--- config.mk ---
export PLATFORM = sky130hd
export DESIGN_NAME = fdc_dco_ctrl
export DESIGN_NICKNAME = d
export VERILOG_FILES = /design/src/common/fdc_pkg.sv /design/src/fdc_step_pin.sv /design/src/fdc_soft_reset.sv /design/src/fdc_dco_ctrl.sv
export SDC_FILE = /design/constraint.sdc
export NUM_CORES = 2
export LEC_CHECK = 0
export BUFFER_PORTS_ARGS = -buffer_cell sky130_fd_sc_hd__buf_2
export CORE_AREA = 2 2 347 349
export CTS_CLUSTER_DIAMETER = 30
export CTS_CLUSTER_SIZE = 24
export DETAILED_ROUTE_END_ITERATION = 12
export DIE_AREA = 0 0 349 351
export PLACE_DENSITY_LB_ADDON = 0.08
export SLEW_MARGIN = 0
export SYNTH_ARGS = -nofsm -noshare
export SYNTH_HDL_FRONTEND = slang
export SYNTH_SLANG_ARGS = --single-unit
--- constraint.sdc ---
create_clock -name sys_clk_in -period 6.75 [get_ports sys_clk_in]
set_input_delay 1.0125 -clock sys_clk_in [delete_from_list [all_inputs] [get_ports sys_clk_in]]
set_output_delay 1.0125 -clock sys_clk_in [all_outputs]
set_load 0.02 [all_outputs]
--- src/common/fdc_pkg.sv ---
// Constants, register map and types of the fractional divider oscillator control block
package fdc_pkg;

  // ----------------------------------------------------------------
  // Sizes
  // ----------------------------------------------------------------
  localparam int NUM_DIV   = 5;
  localparam int NUM_W     = 44;
  localparam int DEN_W     = 32;
  localparam int STEP_W    = 44;
  localparam int ADDR_W    = 16;
  localparam int DATA_W    = 8;
  localparam int NUM_BYTES = 6;
  localparam int DEN_BYTES = 4;

  // ----------------------------------------------------------------
  // Register map (byte addresses)
  // ----------------------------------------------------------------
  localparam logic [15:0] DIV_BASE_ADDR   = 16'h0302;
  localparam logic [15:0] DIV_STRIDE      = 16'h000B;
  localparam logic [3:0]  OFS_NUM         = 4'h0;
  localparam logic [3:0]  OFS_DEN         = 4'h6;
  localparam logic [3:0]  OFS_UPDATE      = 4'hA;
  localparam logic [3:0]  DIV_SPAN        = 4'hB;
  localparam logic [15:0] UPDATE_ALL_ADDR = 16'h0338;
  localparam int          UPDATE_BIT      = 0;
  localparam int          UPDATE_ALL_BIT  = 1;
  localparam logic [15:0] SOFT_RST_ADDR   = 16'h001C;
  localparam int          SOFT_RST_BIT    = 0;
  localparam logic [15:0] BYPASS_ADDR     = 16'h0A04;
  localparam logic [15:0] STEP_REQ_ADDR   = 16'h001D;
  localparam int          INC_BIT         = 0;
  localparam int          DEC_BIT         = 1;
  localparam logic [15:0] STEP_SEL_ADDR   = 16'h001E;
  localparam logic [15:0] STEP_BASE_ADDR  = 16'h0340;
  localparam logic [15:0] STEP_STRIDE     = 16'h0008;

  // ----------------------------------------------------------------
  // Reset values
  // ----------------------------------------------------------------
  localparam logic [4:0]       BYPASS_RST   = 5'h1F;
  localparam logic [4:0]       STEP_SEL_RST = 5'h00;
  localparam logic [NUM_W-1:0] NUM_RST      = 44'h00500000000;
  localparam logic [DEN_W-1:0] DEN_RST      = 32'h80000000;
  localparam logic [STEP_W-1:0] STEP_RST    = 44'h00000000000;

  // ----------------------------------------------------------------
  // Timing
  // ----------------------------------------------------------------
  localparam int CLK_PERIOD_NS    = 20;
  localparam int PIN_PULSE_MIN_NS = 100;
  localparam int PIN_PULSE_CYC    = (PIN_PULSE_MIN_NS + CLK_PERIOD_NS - 1) / CLK_PERIOD_NS;
  localparam int SOFT_RST_NS      = 1000;
  localparam int SOFT_RST_CYC     = (SOFT_RST_NS + CLK_PERIOD_NS - 1) / CLK_PERIOD_NS;

  // ----------------------------------------------------------------
  // Types
  // ----------------------------------------------------------------
  typedef enum logic [1:0] {
    FDC_SR_IDLE    = 2'b00,
    FDC_SR_HOLD    = 2'b01,
    FDC_SR_RELEASE = 2'b11
  } fdc_srst_state_t;

endpackage : fdc_pkg

--- src/fdc_step_pin.sv ---
// Step request pin conditioner: synchroniser and minimum pulse width qualifier
`timescale 1ns/1ns
`default_nettype none
module fdc_step_pin
  import fdc_pkg::*;
(
  // Clock and reset
  input  wire logic sys_clk_in,
  input  wire logic rst_n_in,
  // Pin and qualified event
  input  wire logic pin_in,
  output logic      step_out
);

  logic [2:0] sync_r;
  logic       level_r;
  logic [3:0] cnt_r;
  logic       fired_r;

  // ----------------------------------------------------------------
  // Synchroniser
  // ----------------------------------------------------------------
  always_ff @(posedge sys_clk_in) begin
    if (!rst_n_in) begin
      sync_r <= 3'h0;
    end else begin
      sync_r <= {sync_r[1:0], pin_in};
    end
  end

  // A change counts only when stages two and three agree
  always_ff @(posedge sys_clk_in) begin
    if (!rst_n_in) begin
      level_r <= 1'b0;
    end else if (sync_r[1] == sync_r[2]) begin
      level_r <= sync_r[2];
    end
  end

  // ----------------------------------------------------------------
  // Width qualifier: one event per pulse, short glitches dropped
  // ----------------------------------------------------------------
  always_ff @(posedge sys_clk_in) begin
    if (!rst_n_in) begin
      cnt_r   <= 4'h0;
      fired_r <= 1'b0;
    end else if (!level_r) begin
      cnt_r   <= 4'h0;
      fired_r <= 1'b0;
    end else if (cnt_r < 4'(PIN_PULSE_CYC)) begin
      cnt_r <= cnt_r + 4'h1;
    end else begin
      fired_r <= 1'b1;
    end
  end

  assign step_out = level_r && (cnt_r == 4'(PIN_PULSE_CYC)) && !fired_r;

endmodule : fdc_step_pin
`default_nettype wire

--- src/fdc_soft_reset.sv ---
// Soft reset sequencer: holds all output clocks off for a fixed time
`timescale 1ns/1ns
`default_nettype none
module fdc_soft_reset
  import fdc_pkg::*;
(
  // Clock and reset
  input  wire logic sys_clk_in,
  input  wire logic rst_n_in,
  // Control
  input  wire logic start_in,
  output logic      busy_out,
  output logic      done_out,
  output logic      clk_enable_out
);

  fdc_srst_state_t state_r;
  fdc_srst_state_t state_nxt;
  logic [7:0]      cnt_r;

  always_comb begin
    state_nxt = state_r;
    case (state_r)
      FDC_SR_IDLE: begin
        if (start_in) state_nxt = FDC_SR_HOLD;
      end
      FDC_SR_HOLD: begin
        if (cnt_r == 8'(SOFT_RST_CYC - 1)) state_nxt = FDC_SR_RELEASE;
      end
      FDC_SR_RELEASE: begin
        state_nxt = FDC_SR_IDLE;
      end
      default: begin
        state_nxt = FDC_SR_IDLE;
      end
    endcase
  end

  always_ff @(posedge sys_clk_in) begin
    if (!rst_n_in) begin
      state_r <= FDC_SR_IDLE;
    end else begin
      state_r <= state_nxt;
    end
  end

  always_ff @(posedge sys_clk_in) begin
    if (!rst_n_in) begin
      cnt_r <= 8'h00;
    end else if (state_r == FDC_SR_HOLD) begin
      cnt_r <= cnt_r + 8'h01;
    end else begin
      cnt_r <= 8'h00;
    end
  end

  // A second request while busy is absorbed by the running sequence
  assign busy_out       = (state_r != FDC_SR_IDLE);
  assign done_out       = (state_r == FDC_SR_RELEASE);
  assign clk_enable_out = !busy_out;

endmodule : fdc_soft_reset
`default_nettype wire

--- src/fdc_dco_ctrl.sv ---
// Fractional divider oscillator control: register file, staging and stepping of five dividers
//
// Function
// - Each divider ratio is a 44-bit numerator over a 32-bit denominator register.
// - Writing one divider never disturbs the ratio of any other divider.
// - Numerator changes reach the divider as one clean ratio switch.
// - Denominator change realigns phase only when its top bit changes.
// - Retuning behaves the same in locked, holdover and free-run states.
// - Five-bit bypass mask, bit i for divider i, zero means fractional.
// - Soft reset disables all output clocks until it completes.
// - Output frequency is vco times denominator over numerator times R.
// - A numerator step shifts all outputs of that divider by equal fraction.
// - Increment or decrement request changes selected numerator by its step word.
// - Numerator registers accept direct host writes at any time.
// - A host-written numerator takes effect only when its update bit or the update-all bit is written.
// - Increment and decrement register bits clear themselves.
`timescale 1ns/1ns
`default_nettype none
module fdc_dco_ctrl
  import fdc_pkg::*;
(
  // Clock and reset
  input  wire logic                     sys_clk_in,
  input  wire logic                     rst_n_in,
  // Register port (byte wide)
  input  wire logic [ADDR_W-1:0]        reg_addr_in,
  input  wire logic [DATA_W-1:0]        reg_wdata_in,
  input  wire logic                     reg_wr_in,
  input  wire logic                     reg_rd_in,
  output logic      [DATA_W-1:0]        reg_rdata_out,
  output logic                          reg_rvalid_out,
  // Step request pins
  input  wire logic                     freq_increment_request_in,
  input  wire logic                     freq_decrement_request_in,
  // Divider ratio outputs
  output logic      [NUM_DIV*NUM_W-1:0] div_num_out,
  output logic      [NUM_DIV*DEN_W-1:0] div_den_out,
  output logic      [NUM_DIV-1:0]       div_load_out,
  output logic      [NUM_DIV-1:0]       div_phase_realign_out,
  output logic      [NUM_DIV-1:0]       div_frac_mode_out,
  // Output clock control
  output logic                          out_clk_enable_out,
  output logic                          soft_reset_busy_out
);

  // ----------------------------------------------------------------
  // Storage
  // ----------------------------------------------------------------
  logic [47:0]       stage_num_r [NUM_DIV];
  logic [DEN_W-1:0]  stage_den_r [NUM_DIV];
  logic [NUM_W-1:0]  act_num_r   [NUM_DIV];
  logic [DEN_W-1:0]  act_den_r   [NUM_DIV];
  logic [47:0]       step_word_r [NUM_DIV];
  logic [NUM_DIV-1:0] load_r;
  logic [NUM_DIV-1:0] realign_r;
  logic [4:0]        bypass_r;
  logic [4:0]        applied_bypass_r;
  logic [4:0]        step_sel_r;
  logic [DATA_W-1:0] rdata_r;
  logic              rvalid_r;

  logic [NUM_DIV-1:0] div_hit;
  logic [NUM_DIV-1:0] step_hit;
  logic [DATA_W-1:0]  div_rbyte  [NUM_DIV];
  logic [DATA_W-1:0]  step_rbyte [NUM_DIV];
  logic [NUM_DIV-1:0] upd;
  logic [NUM_DIV-1:0] step_go;
  logic               update_all;
  logic               inc_reg;
  logic               dec_reg;
  logic               inc_pin;
  logic               dec_pin;
  logic               inc_evt;
  logic               dec_evt;
  logic               srst_start;
  logic               srst_done;
  logic               srst_busy;
  logic               clk_en;
  logic [DATA_W-1:0]  rdata_nxt;

  // ----------------------------------------------------------------
  // Step requests from pins and self-clearing register bits
  // ----------------------------------------------------------------
  fdc_step_pin u_inc_pin (
    .sys_clk_in (sys_clk_in),
    .rst_n_in   (rst_n_in),
    .pin_in     (freq_increment_request_in),
    .step_out   (inc_pin)
  );

  fdc_step_pin u_dec_pin (
    .sys_clk_in (sys_clk_in),
    .rst_n_in   (rst_n_in),
    .pin_in     (freq_decrement_request_in),
    .step_out   (dec_pin)
  );

  // Register bits are pulses only and always read back zero
  assign inc_reg = reg_wr_in && (reg_addr_in == STEP_REQ_ADDR) && reg_wdata_in[INC_BIT];
  assign dec_reg = reg_wr_in && (reg_addr_in == STEP_REQ_ADDR) && reg_wdata_in[DEC_BIT];
  assign inc_evt = inc_pin || inc_reg;
  assign dec_evt = dec_pin || dec_reg;

  assign update_all = reg_wr_in && (reg_addr_in == UPDATE_ALL_ADDR) && reg_wdata_in[UPDATE_ALL_BIT];

  // ----------------------------------------------------------------
  // Soft reset
  // ----------------------------------------------------------------
  assign srst_start = reg_wr_in && (reg_addr_in == SOFT_RST_ADDR) && reg_wdata_in[SOFT_RST_BIT];

  fdc_soft_reset u_srst (
    .sys_clk_in     (sys_clk_in),
    .rst_n_in       (rst_n_in),
    .start_in       (srst_start),
    .busy_out       (srst_busy),
    .done_out       (srst_done),
    .clk_enable_out (clk_en)
  );

  // ----------------------------------------------------------------
  // Mode mask
  // ----------------------------------------------------------------
  always_ff @(posedge sys_clk_in) begin
    if (!rst_n_in) begin
      bypass_r <= BYPASS_RST;
    end else if (reg_wr_in && (reg_addr_in == BYPASS_ADDR)) begin
      bypass_r <= reg_wdata_in[4:0];
    end
  end

  // Going integer is safe at once; going fractional waits for a soft
  // reset, since the interpolator must restart from a clean state.
  always_ff @(posedge sys_clk_in) begin
    if (!rst_n_in) begin
      applied_bypass_r <= BYPASS_RST;
    end else if (srst_done) begin
      applied_bypass_r <= bypass_r;
    end else begin
      applied_bypass_r <= applied_bypass_r | bypass_r;
    end
  end

  always_ff @(posedge sys_clk_in) begin
    if (!rst_n_in) begin
      step_sel_r <= STEP_SEL_RST;
    end else if (reg_wr_in && (reg_addr_in == STEP_SEL_ADDR)) begin
      step_sel_r <= reg_wdata_in[4:0];
    end
  end

  // ----------------------------------------------------------------
  // Per divider channel
  // ----------------------------------------------------------------
  for (genvar i = 0; i < NUM_DIV; i++) begin : g_div
    localparam logic [15:0] BASE  = 16'(DIV_BASE_ADDR + DIV_STRIDE * i);
    localparam logic [15:0] SBASE = 16'(STEP_BASE_ADDR + STEP_STRIDE * i);

    logic [15:0]      rel;
    logic [15:0]      srel;
    logic [3:0]       ofs;
    logic [1:0]       dofs;
    logic [NUM_W-1:0] num_nxt;

    assign rel  = reg_addr_in - BASE;
    assign srel = reg_addr_in - SBASE;
    assign ofs  = rel[3:0];
    assign dofs = 2'(ofs - OFS_DEN);

    // Decode is local to the channel so no write ever reaches a neighbour
    assign div_hit[i]  = (reg_addr_in >= BASE) && (rel < {12'h000, DIV_SPAN});
    assign step_hit[i] = (reg_addr_in >= SBASE) && (srel < 16'(NUM_BYTES));

    assign upd[i] = (reg_wr_in && div_hit[i] && (ofs == OFS_UPDATE) && reg_wdata_in[UPDATE_BIT])
                    || update_all;
    assign step_go[i] = step_sel_r[i] && (inc_evt ^ dec_evt);

    // Raising the numerator lowers the output frequency
    assign num_nxt = inc_evt ? act_num_r[i] - step_word_r[i][NUM_W-1:0]
                             : act_num_r[i] + step_word_r[i][NUM_W-1:0];

    // Staged numerator: host bytes take priority over a step copy
    always_ff @(posedge sys_clk_in) begin
      if (!rst_n_in) begin
        stage_num_r[i] <= {4'h0, NUM_RST};
      end else if (reg_wr_in && div_hit[i] && (ofs < OFS_DEN)) begin
        stage_num_r[i][{ofs[2:0], 3'b000} +: 8] <= (ofs == 4'h5) ? {4'h0, reg_wdata_in[3:0]}
                                                                 : reg_wdata_in;
      end else if (step_go[i]) begin
        stage_num_r[i] <= {4'h0, num_nxt};
      end
    end

    always_ff @(posedge sys_clk_in) begin
      if (!rst_n_in) begin
        stage_den_r[i] <= DEN_RST;
      end else if (reg_wr_in && div_hit[i] && (ofs >= OFS_DEN) && (ofs < OFS_UPDATE)) begin
        stage_den_r[i][{dofs, 3'b000} +: 8] <= reg_wdata_in;
      end
    end

    always_ff @(posedge sys_clk_in) begin
      if (!rst_n_in) begin
        step_word_r[i] <= {4'h0, STEP_RST};
      end else if (reg_wr_in && step_hit[i]) begin
        step_word_r[i][{srel[2:0], 3'b000} +: 8] <= (srel[2:0] == 3'h5) ? {4'h0, reg_wdata_in[3:0]}
                                                                          : reg_wdata_in;
      end
    end

    // Active ratio: no dependence on lock, holdover or free-run state
    always_ff @(posedge sys_clk_in) begin
      if (!rst_n_in) begin
        act_num_r[i] <= NUM_RST;
        act_den_r[i] <= DEN_RST;
      end else if (upd[i]) begin
        act_num_r[i] <= stage_num_r[i][NUM_W-1:0];
        act_den_r[i] <= stage_den_r[i];
      end else if (step_go[i]) begin
        act_num_r[i] <= num_nxt;
      end
    end

    // Phase realignment is only requested when the denominator top bit moves
    always_ff @(posedge sys_clk_in) begin
      if (!rst_n_in) begin
        load_r[i]    <= 1'b0;
        realign_r[i] <= 1'b0;
      end else begin
        load_r[i]    <= upd[i] || step_go[i];
        realign_r[i] <= upd[i] && (stage_den_r[i][DEN_W-1] != act_den_r[i][DEN_W-1]);
      end
    end

    // Read-back shows the staged words
    always_comb begin
      div_rbyte[i] = 8'h00;
      if (ofs < OFS_DEN) begin
        div_rbyte[i] = stage_num_r[i][{ofs[2:0], 3'b000} +: 8];
      end else if (ofs < OFS_UPDATE) begin
        div_rbyte[i] = stage_den_r[i][{dofs, 3'b000} +: 8];
      end
    end

    assign step_rbyte[i] = step_word_r[i][{srel[2:0], 3'b000} +: 8];

    assign div_num_out[i*NUM_W +: NUM_W] = act_num_r[i];
    assign div_den_out[i*DEN_W +: DEN_W] = act_den_r[i];
  end

  // ----------------------------------------------------------------
  // Read path: one cycle latency, unmapped bytes read zero
  // ----------------------------------------------------------------
  always_comb begin
    rdata_nxt = 8'h00;
    for (int k = 0; k < NUM_DIV; k++) begin
      if (div_hit[k]) rdata_nxt = div_rbyte[k];
      if (step_hit[k]) rdata_nxt = step_rbyte[k];
    end
    if (reg_addr_in == BYPASS_ADDR) rdata_nxt = {3'h0, bypass_r};
    if (reg_addr_in == STEP_SEL_ADDR) rdata_nxt = {3'h0, step_sel_r};
    if (reg_addr_in == SOFT_RST_ADDR) rdata_nxt = {7'h00, srst_busy};
  end

  always_ff @(posedge sys_clk_in) begin
    if (!rst_n_in) begin
      rdata_r  <= 8'h00;
      rvalid_r <= 1'b0;
    end else begin
      rvalid_r <= reg_rd_in;
      if (reg_rd_in) begin
        rdata_r <= rdata_nxt;
      end
    end
  end

  // ----------------------------------------------------------------
  // Outputs
  // ----------------------------------------------------------------
  assign reg_rdata_out         = rdata_r;
  assign reg_rvalid_out        = rvalid_r;
  assign div_load_out          = load_r;
  assign div_phase_realign_out = realign_r;
  assign div_frac_mode_out     = ~applied_bypass_r;
  assign out_clk_enable_out    = clk_en;
  assign soft_reset_busy_out   = srst_busy;

endmodule : fdc_dco_ctrl
`default_nettype wire

==> results.json <==
{
  "postCtsSetupBuffers": 0,
  "synth_ff_type": "edfxtp_1",
  "start_kind": "flop",
  "synthToLayoutAreaGrowth_pct": 18.9,
  "ys.warnings.count": 0,
  "synthTopCellsByArea": "edfxtp_1 (46%), ha_1 (4.9%), nand2_1 (4.2%)",
  "clkSinkCount": 1082,
  "syn_inst": 6492,
  "power_uw": 21800,
  "die_w_um": 349,
  "root_buffer": "clkbuf_16",
  "mostFrequentLayoutCell": "edfxtp_1",
  "dr.pass1.iters": 8,
  "peakVddDrop_v": 0.000261,
  "nets": 7309,
  "avgSynthCellArea_um2": 10.2,
  "fmax_ghz": 0.162,
  "slew_viol_final": 12,
  "final_cell_mix": "edfxtp_1 (1020), nand2_1 (744), nor2_1 (696)",
  "ff_latch_area_um2": 31900,
  "ios": 436,
  "synth_top_area_share_pct": 46.3,
  "die_h_um": 351,
  "final_util_pct": 66.1,
  "arrival_ns": 6.75,
  "finalCritPeriodShare_pct": 91.3,
  "cts_tree": "yes",
  "port_buffers": 435,
  "hold_class": "primary input to flop",
  "powerDensity_nw_per_um2": 277,
  "synth_fp_nets": 6785,
  "hold_buffers": 0,
  "syn_area_um2": 66200,
  "synth_cell_type_count": 95,
  "drv_cap": 2,
  "use_met3_pct": 19.0,
  "synth_edf_count": 1020,
  "grt_max_degree": 99,
  "drt_iter0_markers": 9981,
  "vias": 62100,
  "async_reset_ff_share_pct": 0,
  "crit_required_ns": 7.34,
  "drive_gt1_share_pct": 16.7,
  "p_leak_uw": 0.0316,
  "busiest_layer": "met2",
  "num_rows": 127,
  "cts_resized": 0,
  "met2_usage_pct": 71.1,
  "tns_ns": 0,
  "multiInputGateArea_um2": 32600,
  "seq_area_frac_synth_pct": 48.1,
  "grt_use_met1_pct": 56.4,
  "ctsHtreeMaxLevel": 4,
  "layout_min_cycle_time_ns": 6.16,
  "fill_cells": 9060,
  "setup_viol": 0,
  "dpl.hpwl_um": 218000,
  "clockBufferDepth": 3,
  "grt_pass1_wl_um": 417000,
  "worst-setup-path-type": "flop to flop",
  "wl_um": 301000,
  "routedWlPerCell_um": 34.2,
  "worstMarginPinSlew_ns": 1.54,
  "place_congestion": 1.10,
  "remaining_drc_errors": 0,
  "yosys.area.top_type": "edfxtp_1",
  "crit_path_max_fanout": 8,
  "vias_per_cell": 7.05,
  "grt_pass1_vias": 57700,
  "core_area_um2": 119000,
  "finalHoldViolCount": 0,
  "cts_buffers": 220,
  "antenna_found_initial": 30,
  "outcome": "finished, violations left",
  "grt_overflow": 0,
  "fin_worst_skew_ns": 0.0784,
  "clock_latency_ns": 0.89,
  "postRouteAntennaNets": 0,
  "violations": "capacitance limit, slew limit",
  "clkSlewWorstSetupHoldPaths_ns": 0.05,
  "grt_usage_pct": 48.0,
  "initial_utilization_pct": 55.6,
  "rsz0062_at_grt": "false",
  "relSlewSlack_pct": -2.89,
  "ys_ff_latch": 1082,
  "die_area_um2": 122000,
  "crit_path_end_kind": "flop"
}
==> Yosys cell counts (135+ instances only) <==
master,n
xnor2_1,193
nand2_1,744
and3_1,135
nor2_1,697
xor2_1,259
a21o_1,135
ha_1,258
edfxtp_1,1020
o21ai_0,464
a22o_1,150
a21oi_1,373
nor3_1,150
clkbuf_1,243
==> final timing paths <==
check,startpoint,endpoint,slack (ns),cells past startpoint
max,step_word_r[3][4],stage_num_r[3][42],0.59,20
min,freq_decrement_request_in,u_dec_pin.sync_r[0],0.37,2
max reg2reg,step_word_r[3][4],stage_num_r[3][42],0.59,20
min reg2reg,u_inc_pin.sync_r[2],u_inc_pin.level_r,0.46,2
==> metal layers <==
layer	wire (um)	part of all wire [%]
met1	101000	34
met2	129000	43
met3	43500	14
met4	26900	8.9
met5	394	0.13
==> sequential cells by signal, indices dropped and copies added (netlist names) <==
signal,cells
div_load_out,5
u_srst.cnt_r,8
reg_rdata_out,8
u_dec_pin.sync_r,3
u_inc_pin.cnt_r,4
u_dec_pin.cnt_r,4
u_inc_pin.sync_r,3
u_srst.state_r,2
applied_bypass_r,5
u_inc_pin.level_r,1
act_num_r,220
u_dec_pin.fired_r,1
u_inc_pin.fired_r,1
step_sel_r,5
act_den_r,160
reg_rvalid_out,1
u_dec_pin.level_r,1
stage_den_r,160
div_phase_realign_out,5
stage_num_r,240
bypass_r,5
step_word_r,240
==> final cells by class <==
class / instances / area share [%]
multi-input combinational: 4951 / 41.5
sequential: 1082 / 40.5
clock buffer: 244 / 7.15
timing repair buffer: 648 / 5.00
clock inverter: 177 / 2.79
tap: 1548 / 2.46
inverter: 113 / 0.539
antenna: 40 / 0.127
==> kinds of logic after synthesis <==
group | synth area share (%)
AO/OA/AOI/OAI | 16.7
XOR/XNOR | 6.03
adder cells (fa/ha/maj) | 5.03
buffers and inverters | 2.74
flip-flops | 48.1
multiplexers | 5.29
AND/OR/NAND/NOR | 16.1
==> through the flow <==
step / setup WS (ns) / std cells / area [um2] / hold WS, ns
final: 0.587 / 8803 / 78700 / 0.371
after floorplan: 0.275 / 6492 / 66200 / 0.412
after global routing: 0.276 / 8768 / 78600 / 0.370
after detailed placement: 0.121 / 8342 / 70800 / 0.438
after global placement: 0.159 / 8342 / 70800 / 0.415
after CTS: 0.741 / 8763 / 78600 / 0.342
==> report_power, final <==
| group | internal, uW | switching (uW) | total (uW) |
|---|---|---|---|
| registers | 7600 | 297 | 7900 |
| clock network | 7230 | 4120 | 11400 |
| logic | 777 | 1800 | 2580 |
| total | 15600 | 6220 | 21800 |
==> critical path: stages, from the launching register on <==
cell and delay [ns]:
edfxtp_1 0.51, nor2_1 0.19, nor4b_1 0.50, nand4b_1 0.29, or3_1 0.49, or4_1 0.47
or2_2 0.35, nor3_1 0.15, buf_4 0.17, nor2_1 0.06, xnor2_1 0.22, ha_1 0.37
a21o_1 0.22, a31oi_1 0.22, o21ai_0 0.13, or3_1 0.45, a21oi_1 0.25, o21ai_0 0.19
a221oi_1 0.33, xor2_1 0.21, o22ai_1 0.11
No activity file was read; power rests on OpenSTA's default activity.
